--- src/fcev_pkg.sv ---
// package for the flash clock divider and erase verify sequencer
// assumes a 32-bit axi4-lite register bus and a single bus clock
package fcev_pkg;

	// register byte offsets
	localparam logic [4:0] OFF_DIV = 5'h00;
	localparam logic [4:0] OFF_STAT = 5'h04;
	localparam logic [4:0] OFF_CMD = 5'h08;
	localparam logic [4:0] OFF_TEST = 5'h0C;
	localparam logic [4:0] OFF_ARRAY = 5'h10;

	// flash_clock_divider fields
	localparam int unsigned DIV_LOADED_BIT = 7;
	localparam int unsigned DIV_PRESCALE_BIT = 6;
	localparam int unsigned DIV_FIELD_W = 6;
	localparam logic [DIV_FIELD_W-1:0] DIV_FIELD_RESET = 6'h00;

	// flash_status_register fields
	localparam int unsigned STAT_CBE_BIT = 7;
	localparam int unsigned STAT_CC_BIT = 6;
	localparam int unsigned STAT_ACCESS_ERROR_FLAG_BIT = 4;
	localparam int unsigned STAT_BLANK_BIT = 2;

	// flash_command_register
	localparam int unsigned CMD_W = 7;
	localparam logic [CMD_W-1:0] CMD_RESET = 7'h00;
	localparam logic [CMD_W-1:0] CMD_ERASE_VERIFY = 7'h05;

	// flash_test_mode_register
	localparam int unsigned MARGIN_W = 2;
	localparam int unsigned TEST_MARGIN_LSB = 4;
	localparam logic [MARGIN_W-1:0] MARGIN_RESET = 2'h0;

	// last prescaler count when prescale_select is set, divide by eight
	localparam logic [2:0] PRESCALE_LAST = 3'h7;

	// erase verify timing, bus cycles
	localparam int unsigned EV_OVERHEAD = 14;
	localparam int unsigned EV_SCAN_START = 7;

	// axi response codes
	localparam logic [1:0] RESP_OKAY = 2'h0;
	localparam logic [1:0] RESP_SLVERR = 2'h2;

	typedef struct packed {
		logic loaded;
		logic prescale_select;
		logic [DIV_FIELD_W-1:0] divide_field;
	} fcev_div_t;

	typedef struct packed {
		logic cbe;
		logic cc;
		logic access_error_flag;
		logic blank;
	} fcev_stat_t;

	typedef enum logic [1:0] {
		SEQ_IDLE,
		SEQ_ADDR,
		SEQ_CMD
	} fcev_seq_t;

	typedef enum logic {
		ENG_IDLE,
		ENG_VERIFY
	} fcev_eng_t;

endpackage : fcev_pkg

--- src/fcev_clk_div.sv ---
// flash timing clock divider: oscillator strobes down to a timing tick
// assumes osc_tick is a one-cycle strobe synchronous to aclk
module fcev_clk_div (
	input wire logic aclk,
	input wire logic aresetn,
	input wire logic osc_tick,
	input fcev_pkg::fcev_div_t div,
	output logic flash_timing_tick
);

	logic [2:0] pre_q;
	logic [2:0] pre_d;
	logic [fcev_pkg::DIV_FIELD_W-1:0] cnt_q;
	logic [fcev_pkg::DIV_FIELD_W-1:0] cnt_d;
	logic tick_q;
	logic tick_d;
	logic pre_tick;

	always_comb begin
		pre_d = pre_q;
		cnt_d = cnt_q;
		tick_d = 1'b0;
		pre_tick = 1'b0;
		// optional divide by eight ahead of the main divider
		if (osc_tick) begin
			if (!div.prescale_select || pre_q == fcev_pkg::PRESCALE_LAST) begin
				pre_d = 3'h0;
				pre_tick = 1'b1;
			end else begin
				pre_d = pre_q + 3'h1;
			end
		end
		// ratio divide_field plus one
		if (pre_tick) begin
			if (cnt_q >= div.divide_field) begin
				cnt_d = '0;
				tick_d = div.loaded;
			end else begin
				cnt_d = cnt_q + 6'h01;
			end
		end
	end

	always_ff @(posedge aclk) begin
		if (!aresetn) begin
			pre_q <= 3'h0;
			cnt_q <= '0;
			tick_q <= 1'b0;
		end else begin
			pre_q <= pre_d;
			cnt_q <= cnt_d;
			tick_q <= tick_d;
		end
	end

	assign flash_timing_tick = tick_q;

endmodule : fcev_clk_div

--- src/fcev_top.sv ---
// flash command sequencer: timing clock divider setup and erase verify
// assumes an axi4-lite master on aclk and a flash array read port
// that answers in the same cycle on array_blank
//
// Operation
// - divider register holds prescale_select and six-bit divide_field
// - any divider write with s_axi_wstrb[0] set sets divider_loaded_flag, clear means not yet written
// - without a divider write, launch is refused and access_error_flag sets
// - sequence opens with an array write, selected blocks taken from it
// - command code 0x05 decodes as erase verify
// - writing one to command_buffer_empty_flag clears it and launches
// - completion sets command_complete_flag unless another command is buffered
// - erase verify lasts block addresses plus 14 bus cycles
// - all selected addresses erased sets the blank flag on completion
// - any non-erased address ends the verify early, blank left clear
// - margin_read_select drives the read margin during erase verify
// - operation timing scales with the flash timing clock period; the erase verify here counts fixed bus cycles and ignores the tick
//
// Implementation choices: the AXI4-Lite slave port and the register offsets.
module fcev_top #(
	parameter int unsigned BLOCK_ADDRS = 32768,
	parameter int unsigned NUM_BLOCKS = 4
) (
	input wire logic aclk,
	input wire logic aresetn,
	input wire logic [4:0] s_axi_awaddr,
	input wire logic [2:0] s_axi_awprot,
	input wire logic s_axi_awvalid,
	output logic s_axi_awready,
	input wire logic [31:0] s_axi_wdata,
	input wire logic [3:0] s_axi_wstrb,
	input wire logic s_axi_wvalid,
	output logic s_axi_wready,
	output logic [1:0] s_axi_bresp,
	output logic s_axi_bvalid,
	input wire logic s_axi_bready,
	input wire logic [4:0] s_axi_araddr,
	input wire logic [2:0] s_axi_arprot,
	input wire logic s_axi_arvalid,
	output logic s_axi_arready,
	output logic [31:0] s_axi_rdata,
	output logic [1:0] s_axi_rresp,
	output logic s_axi_rvalid,
	input wire logic s_axi_rready,
	input wire logic osc_tick,
	output logic flash_timing_tick,
	output logic array_rd_en,
	output logic [$clog2(BLOCK_ADDRS)-1:0] array_rd_addr,
	output logic [NUM_BLOCKS-1:0] array_rd_blocks,
	output logic [fcev_pkg::MARGIN_W-1:0] array_margin,
	input wire logic [NUM_BLOCKS-1:0] array_blank
);

	localparam int unsigned AW = $clog2(BLOCK_ADDRS);
	localparam int unsigned CNT_W = $clog2(BLOCK_ADDRS + fcev_pkg::EV_OVERHEAD + fcev_pkg::EV_SCAN_START);
	localparam logic [CNT_W-1:0] CNT_DONE = CNT_W'(BLOCK_ADDRS + fcev_pkg::EV_OVERHEAD - 2);
	localparam logic [CNT_W-1:0] CNT_SCAN_LO = CNT_W'(fcev_pkg::EV_SCAN_START);
	localparam logic [CNT_W-1:0] CNT_SCAN_HI = CNT_W'(fcev_pkg::EV_SCAN_START + BLOCK_ADDRS);

	// bus slave state
	logic aw_q;
	logic aw_d;
	logic [4:0] awaddr_q;
	logic [4:0] awaddr_d;
	logic w_q;
	logic w_d;
	logic [31:0] wdata_q;
	logic [31:0] wdata_d;
	logic wstrb0_q;
	logic wstrb0_d;
	logic bvalid_q;
	logic bvalid_d;
	logic [1:0] bresp_q;
	logic [1:0] bresp_d;
	logic rvalid_q;
	logic rvalid_d;
	logic [31:0] rdata_q;
	logic [31:0] rdata_d;
	logic [1:0] rresp_q;
	logic [1:0] rresp_d;
	logic wr_fire;
	logic wr_hit;
	logic [31:0] rd_mux;
	logic rd_hit;

	// register state
	fcev_pkg::fcev_div_t div_q;
	fcev_pkg::fcev_div_t div_d;
	fcev_pkg::fcev_stat_t stat_q;
	fcev_pkg::fcev_stat_t stat_d;
	logic [fcev_pkg::CMD_W-1:0] cmd_q;
	logic [fcev_pkg::CMD_W-1:0] cmd_d;
	logic [fcev_pkg::MARGIN_W-1:0] margin_q;
	logic [fcev_pkg::MARGIN_W-1:0] margin_d;
	fcev_pkg::fcev_seq_t seq_q;
	fcev_pkg::fcev_seq_t seq_d;
	logic [NUM_BLOCKS-1:0] sel_q;
	logic [NUM_BLOCKS-1:0] sel_d;
	logic pend_q;
	logic pend_d;

	// engine state
	fcev_pkg::fcev_eng_t eng_q;
	fcev_pkg::fcev_eng_t eng_d;
	logic [CNT_W-1:0] cnt_q;
	logic [CNT_W-1:0] cnt_d;
	logic [NUM_BLOCKS-1:0] run_sel_q;
	logic [NUM_BLOCKS-1:0] run_sel_d;
	logic rd_en_q;
	logic rd_en_d;
	logic [AW-1:0] rd_addr_q;
	logic [AW-1:0] rd_addr_d;
	logic start;
	logic eng_done;
	logic eng_fail;
	logic launch;

	// axi4-lite slave, one write and one read in flight
	assign s_axi_awready = !aw_q && !bvalid_q;
	assign s_axi_wready = !w_q && !bvalid_q;
	assign s_axi_arready = !rvalid_q;
	assign wr_fire = aw_q && w_q && !bvalid_q;
	assign wr_hit = awaddr_q[1:0] == 2'h0 && awaddr_q <= fcev_pkg::OFF_ARRAY;

	always_comb begin
		rd_mux = 32'h0000_0000;
		rd_hit = 1'b1;
		case (s_axi_araddr)
			fcev_pkg::OFF_DIV: rd_mux[7:0] = div_q;
			fcev_pkg::OFF_STAT: begin
				rd_mux[fcev_pkg::STAT_CBE_BIT] = stat_q.cbe;
				rd_mux[fcev_pkg::STAT_CC_BIT] = stat_q.cc;
				rd_mux[fcev_pkg::STAT_ACCESS_ERROR_FLAG_BIT] = stat_q.access_error_flag;
				rd_mux[fcev_pkg::STAT_BLANK_BIT] = stat_q.blank;
			end
			fcev_pkg::OFF_CMD: rd_mux[fcev_pkg::CMD_W-1:0] = cmd_q;
			fcev_pkg::OFF_TEST: rd_mux[fcev_pkg::TEST_MARGIN_LSB +: fcev_pkg::MARGIN_W] = margin_q;
			fcev_pkg::OFF_ARRAY: rd_mux = 32'h0000_0000;
			default: rd_hit = 1'b0;
		endcase
	end

	always_comb begin
		aw_d = aw_q;
		awaddr_d = awaddr_q;
		w_d = w_q;
		wdata_d = wdata_q;
		wstrb0_d = wstrb0_q;
		bvalid_d = bvalid_q;
		bresp_d = bresp_q;
		rvalid_d = rvalid_q;
		rdata_d = rdata_q;
		rresp_d = rresp_q;
		if (s_axi_awvalid && s_axi_awready) begin
			aw_d = 1'b1;
			awaddr_d = s_axi_awaddr;
		end
		if (s_axi_wvalid && s_axi_wready) begin
			w_d = 1'b1;
			wdata_d = s_axi_wdata;
			wstrb0_d = s_axi_wstrb[0];
		end
		if (wr_fire) begin
			aw_d = 1'b0;
			w_d = 1'b0;
			bvalid_d = 1'b1;
			bresp_d = wr_hit ? fcev_pkg::RESP_OKAY : fcev_pkg::RESP_SLVERR;
		end else if (bvalid_q && s_axi_bready) begin
			bvalid_d = 1'b0;
		end
		if (s_axi_arvalid && s_axi_arready) begin
			rvalid_d = 1'b1;
			rdata_d = rd_mux;
			rresp_d = rd_hit ? fcev_pkg::RESP_OKAY : fcev_pkg::RESP_SLVERR;
		end else if (rvalid_q && s_axi_rready) begin
			rvalid_d = 1'b0;
		end
	end

	always_ff @(posedge aclk) begin
		if (!aresetn) begin
			aw_q <= 1'b0;
			awaddr_q <= 5'h00;
			w_q <= 1'b0;
			wdata_q <= 32'h0000_0000;
			wstrb0_q <= 1'b0;
			bvalid_q <= 1'b0;
			bresp_q <= fcev_pkg::RESP_OKAY;
			rvalid_q <= 1'b0;
			rdata_q <= 32'h0000_0000;
			rresp_q <= fcev_pkg::RESP_OKAY;
		end else begin
			aw_q <= aw_d;
			awaddr_q <= awaddr_d;
			w_q <= w_d;
			wdata_q <= wdata_d;
			wstrb0_q <= wstrb0_d;
			bvalid_q <= bvalid_d;
			bresp_q <= bresp_d;
			rvalid_q <= rvalid_d;
			rdata_q <= rdata_d;
			rresp_q <= rresp_d;
		end
	end

	assign s_axi_bvalid = bvalid_q;
	assign s_axi_bresp = bresp_q;
	assign s_axi_rvalid = rvalid_q;
	assign s_axi_rdata = rdata_q;
	assign s_axi_rresp = rresp_q;

	// register file and command write sequence
	assign launch = wr_fire && wstrb0_q && awaddr_q == fcev_pkg::OFF_STAT && wdata_q[fcev_pkg::STAT_CBE_BIT];
	assign start = pend_q && eng_q == fcev_pkg::ENG_IDLE;

	always_comb begin
		div_d = div_q;
		stat_d = stat_q;
		cmd_d = cmd_q;
		margin_d = margin_q;
		seq_d = seq_q;
		sel_d = sel_q;
		pend_d = pend_q;
		if (wr_fire && wstrb0_q) begin
			case (awaddr_q)
				fcev_pkg::OFF_DIV: begin
					div_d.prescale_select = wdata_q[fcev_pkg::DIV_PRESCALE_BIT];
					div_d.divide_field = wdata_q[fcev_pkg::DIV_FIELD_W-1:0];
					div_d.loaded = 1'b1;
				end
				fcev_pkg::OFF_TEST: margin_d = wdata_q[fcev_pkg::TEST_MARGIN_LSB +: fcev_pkg::MARGIN_W];
				fcev_pkg::OFF_ARRAY: begin
					if (stat_q.cbe && seq_q == fcev_pkg::SEQ_IDLE) begin
						seq_d = fcev_pkg::SEQ_ADDR;
						sel_d = wdata_q[NUM_BLOCKS-1:0];
					end else begin
						stat_d.access_error_flag = 1'b1;
					end
				end
				fcev_pkg::OFF_CMD: begin
					if (seq_q == fcev_pkg::SEQ_ADDR && wdata_q[fcev_pkg::CMD_W-1:0] == fcev_pkg::CMD_ERASE_VERIFY) begin
						cmd_d = wdata_q[fcev_pkg::CMD_W-1:0];
						seq_d = fcev_pkg::SEQ_CMD;
					end else begin
						stat_d.access_error_flag = 1'b1;
						seq_d = fcev_pkg::SEQ_IDLE;
					end
				end
				fcev_pkg::OFF_STAT: begin
					// write one clears the error, a new error in the same cycle wins
					if (wdata_q[fcev_pkg::STAT_ACCESS_ERROR_FLAG_BIT]) begin
						stat_d.access_error_flag = 1'b0;
					end
				end
				default: ;
			endcase
		end
		if (launch && seq_q == fcev_pkg::SEQ_CMD) begin
			seq_d = fcev_pkg::SEQ_IDLE;
			if (!div_q.loaded) begin
				stat_d.access_error_flag = 1'b1;
			end else begin
				stat_d.cbe = 1'b0;
				stat_d.cc = 1'b0;
				pend_d = 1'b1;
			end
		end
		if (start) begin
			stat_d.cbe = 1'b1;
			stat_d.blank = 1'b0;
			pend_d = 1'b0;
		end
		if (eng_done || eng_fail) begin
			stat_d.blank = eng_done;
			if (!pend_d) begin
				stat_d.cc = 1'b1;
			end
		end
	end

	always_ff @(posedge aclk) begin
		if (!aresetn) begin
			div_q <= '{loaded: 1'b0, prescale_select: 1'b0, divide_field: fcev_pkg::DIV_FIELD_RESET};
			stat_q <= '{cbe: 1'b1, cc: 1'b1, access_error_flag: 1'b0, blank: 1'b0};
			cmd_q <= fcev_pkg::CMD_RESET;
			margin_q <= fcev_pkg::MARGIN_RESET;
			seq_q <= fcev_pkg::SEQ_IDLE;
			sel_q <= '0;
			pend_q <= 1'b0;
		end else begin
			div_q <= div_d;
			stat_q <= stat_d;
			cmd_q <= cmd_d;
			margin_q <= margin_d;
			seq_q <= seq_d;
			sel_q <= sel_d;
			pend_q <= pend_d;
		end
	end

	// erase verify engine
	always_comb begin
		eng_d = eng_q;
		cnt_d = cnt_q;
		run_sel_d = run_sel_q;
		rd_en_d = 1'b0;
		rd_addr_d = rd_addr_q;
		eng_done = 1'b0;
		eng_fail = 1'b0;
		case (eng_q)
			fcev_pkg::ENG_IDLE: begin
				if (start) begin
					eng_d = fcev_pkg::ENG_VERIFY;
					cnt_d = '0;
					run_sel_d = sel_q;
				end
			end
			fcev_pkg::ENG_VERIFY: begin
				cnt_d = cnt_q + 1'b1;
				if (cnt_q >= CNT_SCAN_LO && cnt_q < CNT_SCAN_HI) begin
					rd_en_d = 1'b1;
					rd_addr_d = AW'(cnt_q - CNT_SCAN_LO);
				end
				if (rd_en_q && |(run_sel_q & ~array_blank)) begin
					eng_fail = 1'b1;
					rd_en_d = 1'b0;
					eng_d = fcev_pkg::ENG_IDLE;
				end else if (cnt_q == CNT_DONE) begin
					eng_done = 1'b1;
					eng_d = fcev_pkg::ENG_IDLE;
				end
			end
			default: eng_d = fcev_pkg::ENG_IDLE;
		endcase
	end

	always_ff @(posedge aclk) begin
		if (!aresetn) begin
			eng_q <= fcev_pkg::ENG_IDLE;
			cnt_q <= '0;
			run_sel_q <= '0;
			rd_en_q <= 1'b0;
			rd_addr_q <= '0;
		end else begin
			eng_q <= eng_d;
			cnt_q <= cnt_d;
			run_sel_q <= run_sel_d;
			rd_en_q <= rd_en_d;
			rd_addr_q <= rd_addr_d;
		end
	end

	assign array_rd_en = rd_en_q;
	assign array_rd_addr = rd_addr_q;
	assign array_rd_blocks = run_sel_q;
	assign array_margin = margin_q;

	// timing tick for program and erase pacing
	fcev_clk_div u_clk_div (
		.aclk(aclk),
		.aresetn(aresetn),
		.osc_tick(osc_tick),
		.div(div_q),
		.flash_timing_tick(flash_timing_tick)
	);

endmodule : fcev_top

--- config.mk ---
export PLATFORM = sky130hd
export DESIGN_NAME = fcev_top
export DESIGN_NICKNAME = d
export VERILOG_FILES = /design/src/fcev_pkg.sv /design/src/fcev_clk_div.sv /design/src/fcev_top.sv
export SDC_FILE = /design/constraint.sdc
export NUM_CORES = 1
export LEC_CHECK = 0
export ABC_CLOCK_PERIOD_IN_PS = 5800
export BUFFER_PORTS_ARGS = -buffer_cell sky130_fd_sc_hd__buf_2
export CAP_MARGIN = 5
export CORE_ASPECT_RATIO = 1.75
export CORE_MARGIN = 2
export CORE_UTILIZATION = 40
export DETAILED_ROUTE_END_ITERATION = 6
export SKIP_CTS_REPAIR_TIMING = 1
export SYNTH_ARGS = -nofsm -noshare
export SYNTH_HDL_FRONTEND = slang
export SYNTH_SLANG_ARGS = --single-unit
--- constraint.sdc ---
create_clock -name aclk -period 5.8 [get_ports aclk]
set_input_delay 1.16 -clock aclk [delete_from_list [all_inputs] [get_ports aclk]]
set_output_delay 1.16 -clock aclk [all_outputs]
set_load 0.03 [all_outputs]
==> results of run 1 <==
cells by family (layout without fill, tap and decap cells):
group / count (synthesis) / after routing / share of synthesized area, %
simple gates: 225 / 225 / 23.5
flops: 103 / 103 / 41.6
compound gates: 101 / 101 / 13.0
buf+inv: 76 / 102 / 8.32
mux: 35 / 35 / 7.44
xor+xnor: 19 / 19 / 3.35
fa+ha+maj: 11 / 11 / 2.77
other cells: 1 / 26 / 0.0756
critical path: cells and delay by family (launching register included):
| kind | cells | cell delay [ps] |
|---|---|---|
| and+or+nand+nor | 3 | 1400 |
| AOI/OAI and AO/OA | 2 | 560 |
| DFF | 1 | 370 |
| adders and majority gates | 1 | 290 |
how the worst max path moves through the flow:
stage / cells past startpoint / end / slack, ps / startpoint
after global placement: 5 / u_clk_div.cnt_q[0] / 3030 / osc_tick
after CTS: 6 / array_rd_addr[9] / 2990 / cnt_q[0]
after detailed placement: 5 / u_clk_div.cnt_q[2] / 2920 / osc_tick
final: 6 / array_rd_addr[9] / 3030 / cnt_q[0]
after floorplan: 5 / s_axi_rdata[4] / 3500 / s_axi_araddr[3]
after global routing: 6 / array_rd_addr[7] / 2820 / cnt_q[0]
state kept, by name (all words and copies together), names as in the netlist, 2 cells and up:
name             flops
array_rd_addr       15
s_axi_rdata          8
stat_q               4
array_rd_blocks      4
u_clk_div.cnt_q      6
wdata_q              8
sel_q                4
array_margin         2
div_q                8
seq_q                2
awaddr_q             5
cnt_q               16
u_clk_div.pre_q      3
cmd_q                7
layer usage:
| metal | GRT usage [%] | vias up |
|---|---|---|
| li1 | - | 2029 |
| met1 | 20.0 | 1947 |
| met2 | 34.8 | 82 |
| met3 | 2.78 | 14 |
| met4 | 5.91 | 0 |
| met5 | 0 | - |
final cells by class:
type                       count  area (um^2)  share of cell area (%)
multi-input combinational    417         2580                    46.1
clock buffer                  11          233                    4.16
timing repair buffer          69          348                    6.21
inverter                      17         63.8                    1.14
tap                          165          206                    3.69
sequential                   103         2060                    36.8
clock inverter                 5          106                    1.90
cells in the final DEF, fill, tap and decap left out, types with 3 or more instances in the layout:
cell / Yosys / final
conb_1: 1 / 26
a22oi_1: 8 / 8
a211oi_1: 8 / 8
nor4_1: 6 / 6
buf_2: 3 / 68
bufinv_16: 0 / 3
inv_1: 16 / 16
xnor2_1: 10 / 10
nand2_1: 47 / 47
mux2i_1: 29 / 29
nor2b_1: 8 / 8
a21oi_1: 37 / 37
clkbuf_16: 0 / 9
or4_4: 3 / 3
o31ai_1: 5 / 5
nor2_1: 68 / 68
mux2_2: 5 / 5
a21o_1: 5 / 5
dfxtp_1: 103 / 103
nor3_1: 17 / 17
nand4_1: 11 / 11
or2_2: 5 / 5
nand3_1: 14 / 14
xor2_1: 9 / 9
nor3b_1: 3 / 3
nand3b_1: 4 / 4
and2_1: 8 / 8
o21a_1: 5 / 5
o21ai_0: 16 / 16
and3_1: 6 / 6
ha_1: 11 / 11
nand2b_1: 11 / 11
power groups by stage:
stage | Clock (mW) | Sequential, mW | Combinational [mW]
after floorplan | 0 | 0.745 | 0.0892
after global placement | 0 | 0.745 | 0.103
after detailed placement | 0 | 0.746 | 0.104
after CTS | 0.698 | 0.730 | 0.105
after global routing | 0.726 | 0.731 | 0.115
final | 0.685 | 0.730 | 0.104
==> out/qor.txt, run 1 <==
TritonCTS clock tree: done
Fin worst setup slack: 3030 ps
Critical Path RT: 6000 ps
Post-DP HPWL: 8.71 mm
Global-route wire length before repair: 19.1 mm
Area Growth Syn to Fin: 12.9%
Vias in the first global route: 3883
Cell depth of the worst flop-to-flop path: 6
Flop and latch count out of synthesis: 103
RSZ-0062 raised after global routing: no
Initial antenna violation count: 0
Via count: 4072
Mean Syn Cell Area: 8.69 um^2
Post-synth top cells: dfxtp_1, nor2_1, nand2_1
Dpl ws: 2920 ps
Worst path slowest cell: or4_4
Crit start category: register
Cell area after synthesis: 4960 um^2
Post-route cell area: 5600 um^2
Share of power burned in combinational logic: 6.9%
F_max: 361 MHz
Non-Filler Instances: 787
PD cells: 271 nW/um^2
Maxcap violations: 0
Internal power: 1.17 mW
Synth cell types: 60
Clk_lat worst skew: 350 ps
Max VDD drop: 0.147 mV
DRC: 0
Port Buffer Count: 68
Post-synth EDFFs: 0
Worst R2R Setup Slack: 3030 ps
H-tree Lvls: 3
Register area share after synthesis: 41.6%
Setup crit end kind: register
Sequential power share: 48.0%
Final setup vio count: 0
Largest net degree at the start of global routing: 53
P_leak: 2.34 nW
DR top layer: met4
DIE AREA: 13300 um^2
Gpl congestion: 0.837
Met3 wire len: 439 um
Crit path kind: reg2reg
Post-Place Cells: 771
Clk slew on worst S/H paths: 70 ps
Status: completed
NetSw: 0.350 mW
Initial Util: 41.1%
Clock power share: 45.1%
Hold Path Class: reg2reg
1st-pass router iterations: 4
Grt ovf: 0
CTS Buffer Depth: 2
Root buffer selected by CTS: clkbuf_16
Met1 Wirelength: 4.58 mm
Core Rows: 53
Pwr Total: 1.52 mW
Synth Flop Type: dfxtp_1
Final wirelength: 11.7 mm
Top-count cell post-synth: dfxtp_1
R2R Path Start: cnt_q[0]
Hold path startpoint: wdata_q[7]
Total CTS buffers: 9
Synth Instances: 571
Ranking of synthesized cells by area: dfxtp_1, mux2i_1, nor2_1
Final worst path period share: 47.8%
Setup tns final: 0 ps
Core Util, Final: 46.4%
Max Fanout on Critical Path: 12
Synth warnings: 0
Leading area contributor after synthesis: dfxtp_1
Clk sinks: 103
Cell Chain, Critical Path: ha_1, a21oi_1, nand3_1, or4_4, nand2_1, a311oi_1
GRT Util Overall: 18.2%
Antenna fix cells: 0
Ratio of cells with drive above 1 in the final layout: 17.4%
Synth top area share: 41.6%
Final setup skew: 7.38 ps
Worst Tran Pin Value: 896 ps
Initial DRC count: 118
Switching share of power: 23.0%
Hold Worst Slack: 461 ps
Pins over their slew limit: 0
Reg-to-reg critical path endpoint: array_rd_addr[9]
Critical path arrival: 2980 ps
Final Hold Viols: 0
Drt wl/cell: 14.9 um
Via density: 5.17
Core ar.: 12100 um^2
Worst hold endpoint: wdata_q[7]
# IOs: 128
Die H: 151 um
Final Net Count: 692
ANT nets after route: 0
Largest stage delay on the critical path: 630 ps
Die Wd: 88.2 um
Slew HR: 39.7%
Area after DPL: 5260 um^2
Met2 WL: 6.55 mm
Final critical-path required period: 2770 ps
Hold path depth: 2
Fillers: 1212
FFs w/ async S/R, synth: 0%
Note: power is estimated with default switching activity, not from simulation.
==> run 2: changes to the inputs <==
ABC_CLOCK_PERIOD_IN_PS = 2800   (was 5800)
clock period = 2.8 ns   (was 5.8 ns; I/O delays follow)
==> run 2 against run 1 <==
Worst hold slack worse by 7.1 ps. Critical path depth grew 1. Routed wire length increased by 0.76%. Final cell count up 1.4%. Largest power group unchanged. Clock power up 75%. Combinational power grew 110%. Fmax rose by 20%. Sequential share of layout area decreased by 0.37 points. Clock skew rose by 2.8 ps. First-iteration DRC count increased by 20%.
==> out/qor.txt, run 2 (synthesis results as in run 1) <==
Setup crit end kind: register
Leading cell type in the layout, fill and taps excluded: dfxtp_1
Core Rows: 53 (unchanged)
Clk sinks: 103 (unchanged)
F_max: 433 MHz (+20%)
Setup tns final: 0 ps (unchanged)
Switching share of power: 23.7% (+0.72 points)
Gpl congestion: 0.823 (-1.7%)
Clk slew on worst S/H paths: 60 ps (about the same)
Post-route cell area: 5660 um^2 (+1.0%)
Crit path depth: 7 (+1)
Register with the most flip-flops: cnt_q
Drt wl/cell: 14.8 um (-0.63%)
Final Hold Viols: 0 (unchanged)
Initial antenna violation count: 0 (unchanged)
ANT nets after route: 0 (unchanged)
M1 GR Usage: 19.7% (-0.29 points)
PD cells: 518 nW/um^2 (+91%)
CTS Buffer Depth: 2 (unchanged)
Worst Tran Pin Value: 670 ps (-227 ps)
Final setup vio count: 0 (unchanged)
Port Buffer Count: 68 (unchanged)
GRT busiest layer: met2
Fillers: 1240 (+2.3%)
DRC: 0 (unchanged)
Dpl ws: 465 ps (-2460 ps)
Critical path arrival: 2510 ps (-470 ps)
Largest net degree at the start of global routing: 43 (-19%)
Sequential power share: 51.6% (+3.6 points)
Initial Util: 41.1% (unchanged)
Root buffer selected by CTS: clkbuf_16
Largest stage delay on the critical path: 420 ps (-210 ps)
Buffers plus inverters on the worst setup path: 1 (+1)
RSZ-0062 raised after global routing: no
Fin worst setup slack: 488 ps (-2540 ps)
Critical Path RT: 3000 ps (-3000 ps)
Max Fanout on Critical Path: 15 (+3)
Worst path slowest cell: o31a_1
P_leak: 2.38 nW (+1.9%)
Cell depth of the worst flop-to-flop path: 7 (+1)
Vias in the first global route: 3942 (+1.5%)
Most frequent cells in the layout: dfxtp_1, nor2_1, buf_2
Pwr Total: 2.93 mW (+93%)
# IOs: 128 (unchanged)
Post-DP HPWL: 8.86 mm (+1.7%)
GRT Util Overall: 18.2% (-0.037 points)
Maxcap violations: 0 (unchanged)
NetSw: 0.696 mW (+99%)
Antenna fix cells: 0 (unchanged)
Die H: 151 um (unchanged)
TritonCTS clock tree: done
Final Net Count: 704 (+1.7%)
Die Wd: 88.2 um (unchanged)
R2R Path Start: cnt_q[0]
Total CTS buffers: 9 (unchanged)
H-tree Lvls: 3 (unchanged)
1st-pass router iterations: 5 (+1)
Internal power: 2.24 mW (+91%)
DIE AREA: 13300 um^2 (unchanged)
Via density: 5.15 (-0.41%)
Cell Chain, Critical Path: ha_1, a21oi_1, nand3_1, buf_4, o31a_1, nor3_1, a211oi_2
Area Growth Syn to Fin: 14.0%
Crit start category: register
Ratio of cells with drive above 1 in the final layout: 18.8% (+1.4 points)
Share of power burned in combinational logic: 7.5% (+0.6 points)
Crit path kind: reg2reg
Clock power share: 40.9% (-4.2 points)
Status: completed
Worst R2R Setup Slack: 490 ps (-2540 ps)
Via count: 4112 (+0.98%)
Final worst path period share: 82.6% (+35 points)
Post-Place Cells: 783 (+1.6%)
Area after DPL: 5380 um^2 (+2.2%)
Final wirelength: 11.8 mm (+0.76%)
Top delay family on crit path: compound AO/OA/AOI/OAI gates
Hold Worst Slack: 454 ps (-7.11 ps)
Reg-to-reg critical path endpoint: array_rd_addr[11]
Worst setup path startpoint: cnt_q[0]
Final critical-path required period: 2310 ps (-460 ps)
Clk_lat worst skew: 340 ps (about the same)
Grt ovf: 0 (unchanged)
Setup crit end: array_rd_addr[11]
Met3 usage: 3.71% (+0.93 points)
Non-Filler Instances: 798 (+1.4%)
Core ar.: 12100 um^2 (unchanged)
Core Util, Final: 46.9% (+0.47 points)
Max VDD drop: 0.249 mV (+69%)
Hold Path Class: in2reg
Slew HR: 55.3% (+16 points)
Final setup skew: 10.2 ps (+2.78 ps)
Met2 GRT Util: 34.4% (-0.38 points)
Max reg flops: 16 (unchanged)
Pins over their slew limit: 0 (unchanged)
Global-route wire length before repair: 18.9 mm (-0.94%)
Initial DRC count: 142 (+20%)
## run 2: cell count changes in the layout (fill, tap and decap cells not counted), sizes merged
cell and change:
buf +12, bufinv -2, clkinv +1
## run 2: worst min-delay path, cell delays in order
cell and delay, ps:
buf_2 90, nand2_1 40, a21oi_1 50
## run 2: power by group through the flow
| stage | logic (mW) | registers [mW] | clock network [mW] |
|---|---|---|---|
| 2_1_floorplan | 0.185 | 1.54 | 0 |
| 3_3_place_gp | 0.217 | 1.54 | 0 |
| 3_5_place_dp | 0.220 | 1.54 | 0 |
| 4_1_cts | 0.221 | 1.51 | 1.23 |
| 5_1_grt | 0.243 | 1.51 | 1.29 |
| 6_report | 0.220 | 1.51 | 1.20 |
## run 2: cell type report
cell class | instances | area, um^2 | area share, %
Clock inverter | 4 | 47.5 | 0.841
Multi-Input combinational cell | 417 | 2580 | 45.6
Tap cell | 165 | 206 | 3.65
Clock buffer | 11 | 233 | 4.12
Timing Repair Buffer | 81 | 463 | 8.19
Inverter | 17 | 63.8 | 1.13
Sequential cell | 103 | 2060 | 36.5
## run 2: worst min path at each step
stage                     cells past startpoint            from    endpoint  slack (ps)
final                                         3  s_axi_wstrb[0]    wstrb0_q         450
after global routing                          3  s_axi_wdata[5]  wdata_q[5]         460
after CTS                                     3  s_axi_wstrb[0]    wstrb0_q         450
after detailed placement                      1        cmd_q[4]    cmd_q[4]         440
after global placement                        1        cmd_q[4]    cmd_q[4]         440
after floorplan                               1        cmd_q[4]    cmd_q[4]         420
## run 2: routing by layer
layer	part of all wire [%]	vias up	wire length (um)
li1	-	2046	-
met4	1.9	0	226
met2	55	74	6550
met3	2.9	16	346
met1	40	1976	4710
met5	0	-	0
